### src/psr_pkg.sv
/*
 * Constants shared by the parallel-load shift register block: stage count,
 * APB register map, field positions, reset values and buffer sizes.
 * Assumes a 32-bit APB master and a single 100 MHz core clock.
 */
// Functional notes
// - Eight stages A to H; stage H drives the serial output.
// - Clear low forces all stages to zero, overriding every other input.
// - Select high: each edge shifts serial input into A, stages move toward H.
// - Select low: next edge copies parallel inputs a..h into stages A..H together.
// - During parallel load the serial input enters no stage.
// - Internal clock is NOR of clock and inhibit; update on its rising edge (code delays it while capture is on and buffer full; a further edge is lost).
// - Either input held high blocks edges; one held low lets the other clock.
// - Without a qualifying rising edge all stages keep their values.
package psr_pkg;

  // ****************************************************************
  // Geometry
  // ****************************************************************
  localparam int unsigned PSR_STAGES = 8;
  localparam int unsigned PSR_FIFO_DEPTH = 16;
  localparam int unsigned PSR_LVL_W = $clog2(PSR_FIFO_DEPTH + 1);

  // ****************************************************************
  // APB register map (byte addresses)
  // ****************************************************************
  localparam logic [7:0] PSR_CTRL_ADDR = 8'h00;
  localparam logic [7:0] PSR_STAT_ADDR = 8'h04;
  localparam logic [7:0] PSR_DATA_ADDR = 8'h08;

  // Control fields
  localparam int unsigned PSR_CTRL_CAPEN_BIT = 0;
  localparam int unsigned PSR_CTRL_SWCLR_BIT = 1;
  localparam logic [1:0] PSR_CTRL_RESET = 2'h0;

  // Status fields
  localparam int unsigned PSR_STAT_STAGE_LSB = 0;
  localparam int unsigned PSR_STAT_SOUT_BIT = 8;
  localparam int unsigned PSR_STAT_OVR_BIT = 9;
  localparam int unsigned PSR_STAT_EMPTY_BIT = 10;
  localparam int unsigned PSR_STAT_FULL_BIT = 11;
  localparam int unsigned PSR_STAT_LVL_LSB = 16;

  // Data register fields
  localparam int unsigned PSR_DATA_VALID_BIT = 31;

  localparam logic [PSR_STAGES-1:0] PSR_STAGE_RESET = 8'h00;
  localparam logic [31:0] PSR_WORD_ZERO = 32'h0000_0000;

endpackage

### src/psr_fifo_if.sv
/*
 * Carrier between the shift register core and its snapshot buffer:
 * a valid/ready push side and a valid/ready pop side plus fill level.
 * Assumes both ends share the core clock.
 */
interface psr_fifo_if #(
  parameter int unsigned WIDTH = 8,
  parameter int unsigned LVL_W = 5
);
  logic [WIDTH-1:0] push_data;
  logic push_valid;
  logic push_ready;
  logic [WIDTH-1:0] pop_data;
  logic pop_valid;
  logic pop_ready;
  logic [LVL_W-1:0] level;

  modport buf_side (
    input push_data,
    input push_valid,
    output push_ready,
    output pop_data,
    output pop_valid,
    input pop_ready,
    output level
  );

  modport user_side (
    output push_data,
    output push_valid,
    input push_ready,
    input pop_data,
    input pop_valid,
    output pop_ready,
    input level
  );
endinterface

### src/psr_fifo.sv
/*
 * Synchronous FIFO with parameters for width and depth, valid/ready on
 * both sides and honest full/empty through the ready/valid flags.
 * Assumes depth is a power of two and one clock for both sides.
 */
module psr_fifo #(
  parameter int unsigned WIDTH = 8,
  parameter int unsigned DEPTH = 16
) (
  input wire logic core_clk_i,
  input wire logic sys_rst_i,
  input wire logic ce_i,
  psr_fifo_if.buf_side f
);
  localparam int unsigned AW = $clog2(DEPTH);

  logic [WIDTH-1:0] mem [DEPTH];
  logic [AW-1:0] wr_ptr_q;
  logic [AW-1:0] rd_ptr_q;
  logic [AW:0] cnt_q;
  logic do_push;
  logic do_pop;

  // Full and empty come straight from the occupancy count
  assign f.push_ready = (cnt_q != (AW+1)'(DEPTH));
  assign f.pop_valid = (cnt_q != '0);
  assign f.pop_data = mem[rd_ptr_q];
  assign f.level = cnt_q;
  assign do_push = ce_i && f.push_valid && f.push_ready;
  assign do_pop = ce_i && f.pop_valid && f.pop_ready;

  // Storage is not reset; only the pointers and count define what is valid
  always_ff @(posedge core_clk_i)
  begin
    if (do_push)
    begin
      mem[wr_ptr_q] <= f.push_data;
    end
  end

  // Pointers and count
  always_ff @(posedge core_clk_i or posedge sys_rst_i)
  begin
    if (sys_rst_i)
    begin
      wr_ptr_q <= '0;
      rd_ptr_q <= '0;
      cnt_q <= '0;
    end
    else
    begin
      if (do_push)
      begin
        wr_ptr_q <= wr_ptr_q + AW'(1);
      end
      if (do_pop)
      begin
        rd_ptr_q <= rd_ptr_q + AW'(1);
      end
      if (do_push && !do_pop)
      begin
        cnt_q <= cnt_q + (AW+1)'(1);
      end
      else if (do_pop && !do_push)
      begin
        cnt_q <= cnt_q - (AW+1)'(1);
      end
    end
  end
endmodule

### src/psr_top.sv
/*
 * Eight-stage parallel-load shift register with gated pin clock, plus an
 * APB slave for control, status and a buffer of stage snapshots.
 * Assumes all pin inputs are synchronous to core_clk_i and a 32-bit APB master.
 */
module psr_top
  import psr_pkg::*;
(
  input wire logic core_clk_i,
  input wire logic sys_rst_i,
  input wire logic ce_i,
  // Device pins
  input wire logic clear_n_i,
  input wire logic shift_load_select_i,
  input wire logic shift_clock_i,
  input wire logic clock_inhibit_i,
  input wire logic serial_in_i,
  input wire logic [PSR_STAGES-1:0] parallel_i,
  output logic serial_out_o,
  // APB slave
  input wire logic psel_i,
  input wire logic penable_i,
  input wire logic pwrite_i,
  input wire logic [7:0] paddr_i,
  input wire logic [31:0] pwdata_i,
  output logic [31:0] prdata_o,
  output logic pready_o,
  output logic pslverr_o
);

  // ****************************************************************
  // Declarations
  // ****************************************************************
  logic [PSR_STAGES-1:0] stage_q;
  logic [PSR_STAGES-1:0] stage_d;
  logic comb_clk;
  logic comb_clk_q;
  logic edge_pulse;
  logic pending_q;
  logic update_go;
  logic capture_en_q;
  logic sw_clear_q;
  logic overrun_q;
  logic push_q;
  logic [PSR_STAGES-1:0] push_data_q;
  logic apb_setup;
  logic apb_done;
  logic addr_hit;
  logic [31:0] rd_word;
  logic ovr_clr;
  logic pop_go;

  psr_fifo_if #(
    .WIDTH(PSR_STAGES),
    .LVL_W(PSR_LVL_W)
  ) fifo_bus ();

  // ****************************************************************
  // Gated pin clock
  // ****************************************************************

  // Combined clock is high only while both inputs are low
  assign comb_clk = ~(shift_clock_i | clock_inhibit_i);

  // Previous level of the combined clock, for edge detection
  always_ff @(posedge core_clk_i or posedge sys_rst_i)
  begin
    if (sys_rst_i)
    begin
      comb_clk_q <= 1'b1;
    end
    else if (ce_i)
    begin
      comb_clk_q <= comb_clk;
    end
  end

  // One pulse per low-to-high change; level holding gives no pulse
  assign edge_pulse = comb_clk && !comb_clk_q;

  // An edge waits here while the buffer cannot take its snapshot.
  // Trade-off: one edge can queue; a further edge meanwhile is lost and flagged.
  always_ff @(posedge core_clk_i or posedge sys_rst_i)
  begin
    if (sys_rst_i)
    begin
      pending_q <= 1'b0;
    end
    else if (ce_i)
    begin
      if (!clear_n_i || sw_clear_q)
      begin
        pending_q <= 1'b0;
      end
      else if (edge_pulse && !(pending_q && !update_go))
      begin
        pending_q <= !(!capture_en_q || fifo_bus.push_ready);
      end
      else if (update_go)
      begin
        pending_q <= 1'b0;
      end
    end
  end

  // Update happens on a fresh edge or a queued one, once the buffer has room or capture is off
  assign update_go = (edge_pulse || pending_q) &&
                     (!capture_en_q || fifo_bus.push_ready);

  // ****************************************************************
  // Shift register stages
  // ****************************************************************

  // Next stage value: stage 0 is A, stage 7 is H
  always_comb
  begin
    stage_d = stage_q;
    if (update_go)
    begin
      if (shift_load_select_i)
      begin
        stage_d = {stage_q[PSR_STAGES-2:0], serial_in_i};
      end
      else
      begin
        stage_d = parallel_i;
      end
    end
  end

  // Clear wins over any edge in the same cycle
  always_ff @(posedge core_clk_i or posedge sys_rst_i)
  begin
    if (sys_rst_i)
    begin
      stage_q <= PSR_STAGE_RESET;
    end
    else if (ce_i)
    begin
      if (!clear_n_i || sw_clear_q)
      begin
        stage_q <= PSR_STAGE_RESET;
      end
      else
      begin
        stage_q <= stage_d;
      end
    end
  end

  // Serial output is stage H, registered so it also tracks clear
  always_ff @(posedge core_clk_i or posedge sys_rst_i)
  begin
    if (sys_rst_i)
    begin
      serial_out_o <= 1'b0;
    end
    else if (ce_i)
    begin
      if (!clear_n_i || sw_clear_q)
      begin
        serial_out_o <= 1'b0;
      end
      else
      begin
        serial_out_o <= stage_d[PSR_STAGES-1];
      end
    end
  end

  // ****************************************************************
  // Snapshot buffer
  // ****************************************************************

  // Each update pushes the new stage contents when capture is on
  always_ff @(posedge core_clk_i or posedge sys_rst_i)
  begin
    if (sys_rst_i)
    begin
      push_q <= 1'b0;
      push_data_q <= PSR_STAGE_RESET;
    end
    else if (ce_i)
    begin
      push_q <= update_go && capture_en_q && clear_n_i && !sw_clear_q;
      push_data_q <= stage_d;
    end
  end

  assign fifo_bus.push_valid = push_q;
  assign fifo_bus.push_data = push_data_q;
  assign fifo_bus.pop_ready = pop_go;

  psr_fifo #(
    .WIDTH(PSR_STAGES),
    .DEPTH(PSR_FIFO_DEPTH)
  ) u_fifo (
    .core_clk_i(core_clk_i),
    .sys_rst_i(sys_rst_i),
    .ce_i(ce_i),
    .f(fifo_bus.buf_side)
  );

  // ****************************************************************
  // APB slave
  // ****************************************************************

  // One wait state: read data is registered on the same edge that raises pready
  assign apb_setup = psel_i && penable_i && !pready_o;
  assign apb_done = psel_i && penable_i && pready_o;
  assign addr_hit = (paddr_i == PSR_CTRL_ADDR) || (paddr_i == PSR_STAT_ADDR) ||
                    (paddr_i == PSR_DATA_ADDR);

  // Read mux; unmapped addresses read zero
  always_comb
  begin
    rd_word = PSR_WORD_ZERO;
    unique case (paddr_i)
      PSR_CTRL_ADDR:
      begin
        rd_word[PSR_CTRL_CAPEN_BIT] = capture_en_q;
      end
      PSR_STAT_ADDR:
      begin
        rd_word[PSR_STAT_STAGE_LSB +: PSR_STAGES] = stage_q;
        rd_word[PSR_STAT_SOUT_BIT] = serial_out_o;
        rd_word[PSR_STAT_OVR_BIT] = overrun_q;
        rd_word[PSR_STAT_EMPTY_BIT] = !fifo_bus.pop_valid;
        rd_word[PSR_STAT_FULL_BIT] = !fifo_bus.push_ready;
        rd_word[PSR_STAT_LVL_LSB +: PSR_LVL_W] = fifo_bus.level;
      end
      PSR_DATA_ADDR:
      begin
        // Empty buffer reads zero data, so stale storage never leaks out
        rd_word[PSR_STAGES-1:0] = fifo_bus.pop_valid ? fifo_bus.pop_data : PSR_STAGE_RESET;
        rd_word[PSR_DATA_VALID_BIT] = fifo_bus.pop_valid;
      end
      default:
      begin
        rd_word = PSR_WORD_ZERO;
      end
    endcase
  end

  // A completed read of the data register pops one snapshot
  assign pop_go = apb_done && !pwrite_i && (paddr_i == PSR_DATA_ADDR) &&
                  fifo_bus.pop_valid;
  assign ovr_clr = apb_done && pwrite_i && (paddr_i == PSR_STAT_ADDR) &&
                   pwdata_i[PSR_STAT_OVR_BIT];

  // Handshake and answer registers
  always_ff @(posedge core_clk_i or posedge sys_rst_i)
  begin
    if (sys_rst_i)
    begin
      pready_o <= 1'b0;
      pslverr_o <= 1'b0;
      prdata_o <= PSR_WORD_ZERO;
    end
    else if (ce_i)
    begin
      pready_o <= apb_setup;
      pslverr_o <= apb_setup && !addr_hit;
      if (apb_setup && !pwrite_i)
      begin
        prdata_o <= rd_word;
      end
    end
  end

  // Control register; the soft clear bit self-clears after one cycle
  always_ff @(posedge core_clk_i or posedge sys_rst_i)
  begin
    if (sys_rst_i)
    begin
      capture_en_q <= PSR_CTRL_RESET[PSR_CTRL_CAPEN_BIT];
      sw_clear_q <= PSR_CTRL_RESET[PSR_CTRL_SWCLR_BIT];
    end
    else if (ce_i)
    begin
      sw_clear_q <= 1'b0;
      if (apb_done && pwrite_i && (paddr_i == PSR_CTRL_ADDR))
      begin
        capture_en_q <= pwdata_i[PSR_CTRL_CAPEN_BIT];
        sw_clear_q <= pwdata_i[PSR_CTRL_SWCLR_BIT];
      end
    end
  end

  // Sticky overrun: a lost edge sets it, and setting wins over the clear
  always_ff @(posedge core_clk_i or posedge sys_rst_i)
  begin
    if (sys_rst_i)
    begin
      overrun_q <= 1'b0;
    end
    else if (ce_i)
    begin
      if (edge_pulse && pending_q && !update_go && clear_n_i)
      begin
        overrun_q <= 1'b1;
      end
      else if (ovr_clr)
      begin
        overrun_q <= 1'b0;
      end
    end
  end

endmodule

### config.mk
export PLATFORM = sky130hd
export DESIGN_NAME = psr_top
export DESIGN_NICKNAME = d
export VERILOG_FILES = /design/src/psr_pkg.sv /design/src/psr_fifo_if.sv /design/src/psr_fifo.sv /design/src/psr_top.sv
export SDC_FILE = /design/constraint.sdc
export NUM_CORES = 1
export LEC_CHECK = 0
export ABC_CLOCK_PERIOD_IN_PS = 6700
export BUFFER_PORTS_ARGS = -buffer_cell sky130_fd_sc_hd__buf_2
export CORE_MARGIN = 1
export CORE_UTILIZATION = 25
export CTS_CLUSTER_DIAMETER = 100
export DETAILED_ROUTE_END_ITERATION = 16
export PLACE_DENSITY = 0.42
export SLEW_MARGIN = 20
export SYNTH_ARGS = -nofsm -noshare
export SYNTH_HDL_FRONTEND = slang
export SYNTH_SLANG_ARGS = --single-unit
### constraint.sdc
create_clock -name core_clk_i -period 6.7 [get_ports core_clk_i]
set_clock_uncertainty 0.1 [all_clocks]
set_input_delay 0.335 -clock core_clk_i [delete_from_list [all_inputs] [get_ports core_clk_i]]
set_output_delay 0.335 -clock core_clk_i [all_outputs]
set_load 0.01 [all_outputs]
# After elaboration in Yosys (flattened, before gate mapping)
# Memory sizes are Yosys's and may differ from the RTL's.
# Cells that the tools add are included.
[word_totals]
register_bits = 56
ram_bits = 128
out_inout_bits = 35
elab_cells = 101
mem_count = 1
[mem_list]
columns = ["name", "words", "width", "rd", "rd_clocked_by_memory_dff", "write_ports", "line", "source"]
rows = [
  ["u_fifo.mem", 16, 8, 1, 0, 1, "psr_fifo.sv:17", "logic [WIDTH-1:0] mem [DEPTH];"],
]
[classes]
add_sub_neg = 4
eq_ne = 3
n_mux = 20
bitwise_logic = 2
reduce_logical = 56
[ops]
columns = ["op", "count"]
rows = [
  ["$mux 8", 4],
  ["$logic_and 1x1->1", 28],
  ["$mux 5", 3],
  ["$logic_not 1->1", 14],
  ["$pmux 7 s2", 1],
  ["$mux 1", 10],
  ["$add 4x1->4 const B", 2],
  ["$eq 8x3->1 const B", 1],
  ["$eq 8x4->1 const B", 1],
  ["$logic_not 8->1", 1],
  ["$reduce_and 2->1", 4],
  ["$add 5x1->5 const B", 1],
  ["$logic_or 1x1->1", 5],
  ["$ne 5x5->1 const B", 1],
  ["$reduce_bool 5->1", 1],
  ["$sub 5x1->5 const B", 1],
  ["$mux 4", 1],
  ["$reduce_bool 2->1", 2],
  ["$pmux 1 s3", 1],
  ["$reduce_bool 3->1", 1],
  ["$not 1->1", 1],
  ["$or 1x1->1", 1],
]

# Logic depth before layout (Yosys ltp)
[logic_depth]
word_depth = 11
ltp_mapped = 11
ltp_nobuf = 11

# Cells and area by module
# Synthesis repeated with hierarchy kept, for this count alone.
[hier_totals]
hier_cells = 529
area_unflattened_um2 = 7856.3
[by_module_without_submodules]
columns = ["mod", "n_inst", "cells_each", "area_each_um2"]
rows = [
  ["psr_fifo", 1, 323, 5794.3],
  ["psr_top", 1, 206, 2062.0],
]

# Worst setup path before layout
# No wires, ideal clock.
[synth_timing]
path_type = "register to register"
from = "register u_fifo.cnt_q[0], in the netlist u_fifo.f.level[0]"
to = "register u_fifo.cnt_q[4], in the netlist u_fifo.f.level[4]"
arrival_time_ns = 2.528
required_ns = 6.465
setup_slack_ns = 3.936
stages_incl_launch_ff = 12
n_path_buf = 0
synth_period_minus_slack_ns = 2.764
cell_sequence = "dfrtp_1 or4_4 o211ai_4 nor4_4 inv_1 ha_1 inv_1 ha_1 a21o_1 a21oi_1 mux2i_1 xnor2_1"
[synth_between]
elab_chain_len = 6
[synth_lines]
columns = ["element", "line", "source"]
rows = [
  ["start: declaration", "psr_fifo.sv:20", "logic [AW:0] cnt_q;"],
  ["start signal: assignment", "psr_fifo.sv:62", "cnt_q <= cnt_q + (AW+1)'(1);"],
  ["start signal: assignment", "psr_fifo.sv:66", "cnt_q <= cnt_q - (AW+1)'(1);"],
  ["parallel branches: the longest is 6 deep, another holds $sub 5x1->5", "-", ""],
]
# Several ways; the timed one is not identified. The select of a mux whose other input is x is not followed.
# A chain may end at the register's enable or synchronous reset.

# Worst setup path after layout
# Ends and elaborated chain as after synthesis.

==> flow_metrics.env <==
export IMPL_worstPathMaxFanout=6
export IMPL_yosys_area_share_simple=0.0692
export IMPL_port_buffers=50
export IMPL_nNetsFinal=614
export IMPL_grtUsageTotal=0.119
export IMPL_tightest_slew_ps=998
export IMPL_finalSetupTns_ps=0
export IMPL_peakVddDrop_mv=0.180
export IMPL_worstReg2RegStart="u_fifo.f.level[0]$_DFFE_PP0P_"
export IMPL_critPathRequiredTime_ps=6950
export IMPL_grt_overflow=0
export IMPL_reg2reg_depth=11
export IMPL_start_util=0.255
export IMPL_setup_slack_ps=3580
export IMPL_rsz0062_at_grt="false"
export IMPL_core_mm2=0.0306
export IMPL_ctsLongestPathBuffers=2
export IMPL_cts_setup_buffers=0
export IMPL_cts_tree="yes"
export IMPL_ctsHoldBuffers=2
export IMPL_cts_repair_resized=0
export IMPL_vias=4240
export IMPL_r2r_end="u_fifo.f.level[4]$_DFFE_PP0P_"
export IMPL_grt_pass1_vias=4475
export IMPL_multi_input_area_mm2=0.00233
export IMPL_root_buffer="clkbuf_16"
export IMPL_synth_area_mux_share=0.130
export IMPL_syn_area_mm2=0.00779
export IMPL_worst_ep_arrival_time_ps=3370
export IMPL_end_kind="register"
export IMPL_p_per_area_mw_per_mm2=268
export IMPL_final_common_cell="edfxtp_1"
export IMPL_final_cell_mix="edfxtp_1, dfrtp_1, buf_2"
export IMPL_synth_distinct_cells=48
export IMPL_synth_top_family_by_area="multiplexers"
export IMPL_numCtsBuffers=17
export IMPL_place_congestion=0.731
export IMPL_synth_ff_type="edfxtp_1"
export IMPL_cts_max_level=4
export IMPL_synth_compound_area_frac=0.0631
export IMPL_synthArstFlopShare=0.301
export IMPL_r2r_slack_ps=3580
export IMPL_status="complete, no violations"
export IMPL_cp_endpoint="u_fifo.f.level[4]$_DFFE_PP0P_"
export IMPL_vias_per_cell=4.45
export IMPL_seqCellArea_mm2=0.00522
export IMPL_fmax_ghz=0.321
export IMPL_synth_xor_area_frac=0.0112
export IMPL_hold_class="primary input to async pin"
export IMPL_grt_max_degree=56
export IMPL_period_share=0.466
export IMPL_drt_iter0_drc=183
export IMPL_diodes=0
export IMPL_area_delta_synth_final_pct=15.7
export IMPL_totalPowerFinal_mw=2.42
export IMPL_cap_viol_max_count=0
export IMPL_avgSynthCellArea_um2=15.8
export IMPL_hold_viol=0
export IMPL_drc=0
export IMPL_chipWidth_um=179
export IMPL_pre_cts_slack_ps=3520
export IMPL_drt_total_wl_um=17600
export IMPL_leakage_nw=3.26
export IMPL_cp_startpoint="u_fifo.f.level[0]$_DFFE_PP0P_"
export IMPL_critical_path_class="register to register"
export IMPL_ys_warn_count=0
export IMPL_utilization=0.295
export IMPL_ys_seq_area_frac=0.670
export IMPL_drv_slew=0
export IMPL_wl_per_cell_um=18.5
export IMPL_ys_ff_latch=183
export IMPL_die_area_mm2=0.0319
export IMPL_drive_gt1_frac=0.246
export IMPL_die_h_um=179
export IMPL_relSlewSlack=0.335
export IMPL_synthCells=492
export IMPL_crit_path_start_kind="register"
export IMPL_antenna_found_initial=0
export IMPL_drt_first_pass_iters=4
export IMPL_synth_edf_count=128
export IMPL_synthAdderAreaFrac=0.0186
export IMPL_ios=94
export IMPL_clk_latency_ps=440
export IMPL_dp_hpwl_um=11600
export IMPL_finalCriticalPeriod_ps=3120
export IMPL_clkSinkCount=183
export IMPL_grt_pass1_wl_um=27100
export IMPL_finalSetupViolCount=0
export IMPL_rows=64
export IMPL_ant_nets=0
export IMPL_fill_cells=3053
export IMPL_clk_pin_slew_ps=70
==> cells in the mapped netlist (10+ instances only) <==
cell	count	share of area
mux2i_1	18	0.023
mux4_2	32	0.092
ha_1	10	0.016
buf_4	17	0.016
o21ai_0	23	0.015
mux2_2	10	0.014
clkbuf_1	10	0.0048
inv_1	21	0.010
dfrtp_1	54	0.17
edfxtp_1	128	0.49
and2_1	16	0.013
a22o_1	10	0.011
o211ai_1	13	0.013
nand2_1	43	0.021
==> worst max-delay path: stages, from the launching register on <==
cell      delay, ps
dfrtp_1         450
or4_4           610
o211ai_4        260
nor4_4          110
inv_1            70
ha_1            220
inv_1           130
ha_1            320
a21o_1          170
a21oi_1         200
mux2i_1         260
xnor2_1         140
==> metrics by stage <==
step	cell area [µm²]	hold WS, ps	instances
4_1_cts	9020	19.0	953
6_report	9020	7.02	953
2_1_floorplan	7840	287	505
3_5_place_dp	8410	377	919
5_1_grt	9020	20.5	953
3_3_place_gp	8410	369	919
==> routing by layer <==
layer	wire (µm)	part of all wire	up-vias	global-route usage
li1	-	-	1955	-
met1	8200	0.47	2194	0.154
met2	8620	0.49	74	0.195
met3	549	0.031	17	0.0234
met4	252	0.014	0	0.0434
met5	0	0	-	0
==> worst min path at each step <==
stage | from | to | cells after the start
4_1_cts | pwdata_i[1] | sw_clear_q$_DFFE_PP0P_ | 2
3_5_place_dp | pslverr_o$_DFFE_PP0P_ | pslverr_o$_DFFE_PP0P_ | 1
5_1_grt | pwdata_i[0] | capture_en_q$_DFFE_PP0P_ | 2
6_report | sys_rst_i | u_fifo.f.level[1]$_DFFE_PP0P_ | 3
3_3_place_gp | pslverr_o$_DFFE_PP0P_ | pslverr_o$_DFFE_PP0P_ | 1
2_1_floorplan | shift_clock_i | comb_clk_q$_DFFE_PP1P_ | 1
==> registers in the layout, summed over array words and instances (netlist names), 4 cells and up <==
register and count:
u_fifo.rd_ptr_q 4, u_fifo.wr_ptr_q 4, u_fifo.mem 128, u_fifo.f.level 5, prdata_o 18, fifo_bus.push_data 8, stage_q 8
==> report_power, final <==
part           switching [mW]  internal (mW)
sequential             0.0589           1.25
combinational          0.0582         0.0389
clock                   0.475          0.533
total                   0.592           1.82
==> final cells by class <==
type                       instances  share of cell area
clock inverter                    13              0.0171
inverter                          22             0.00916
timing repair buffer              56              0.0333
sequential                       183               0.579
clock buffer                      19              0.0480
tap                              396              0.0549
multi-input combinational        264               0.258
==> kinds of logic after synthesis <==
group	count (synthesis)
fa+ha+maj	11
other cells	1
compound gates	69
buf+inv	58
flops	183
simple gates	100
xor+xnor	10
mux	60
Note: power is estimated with default switching activity, not from simulation.
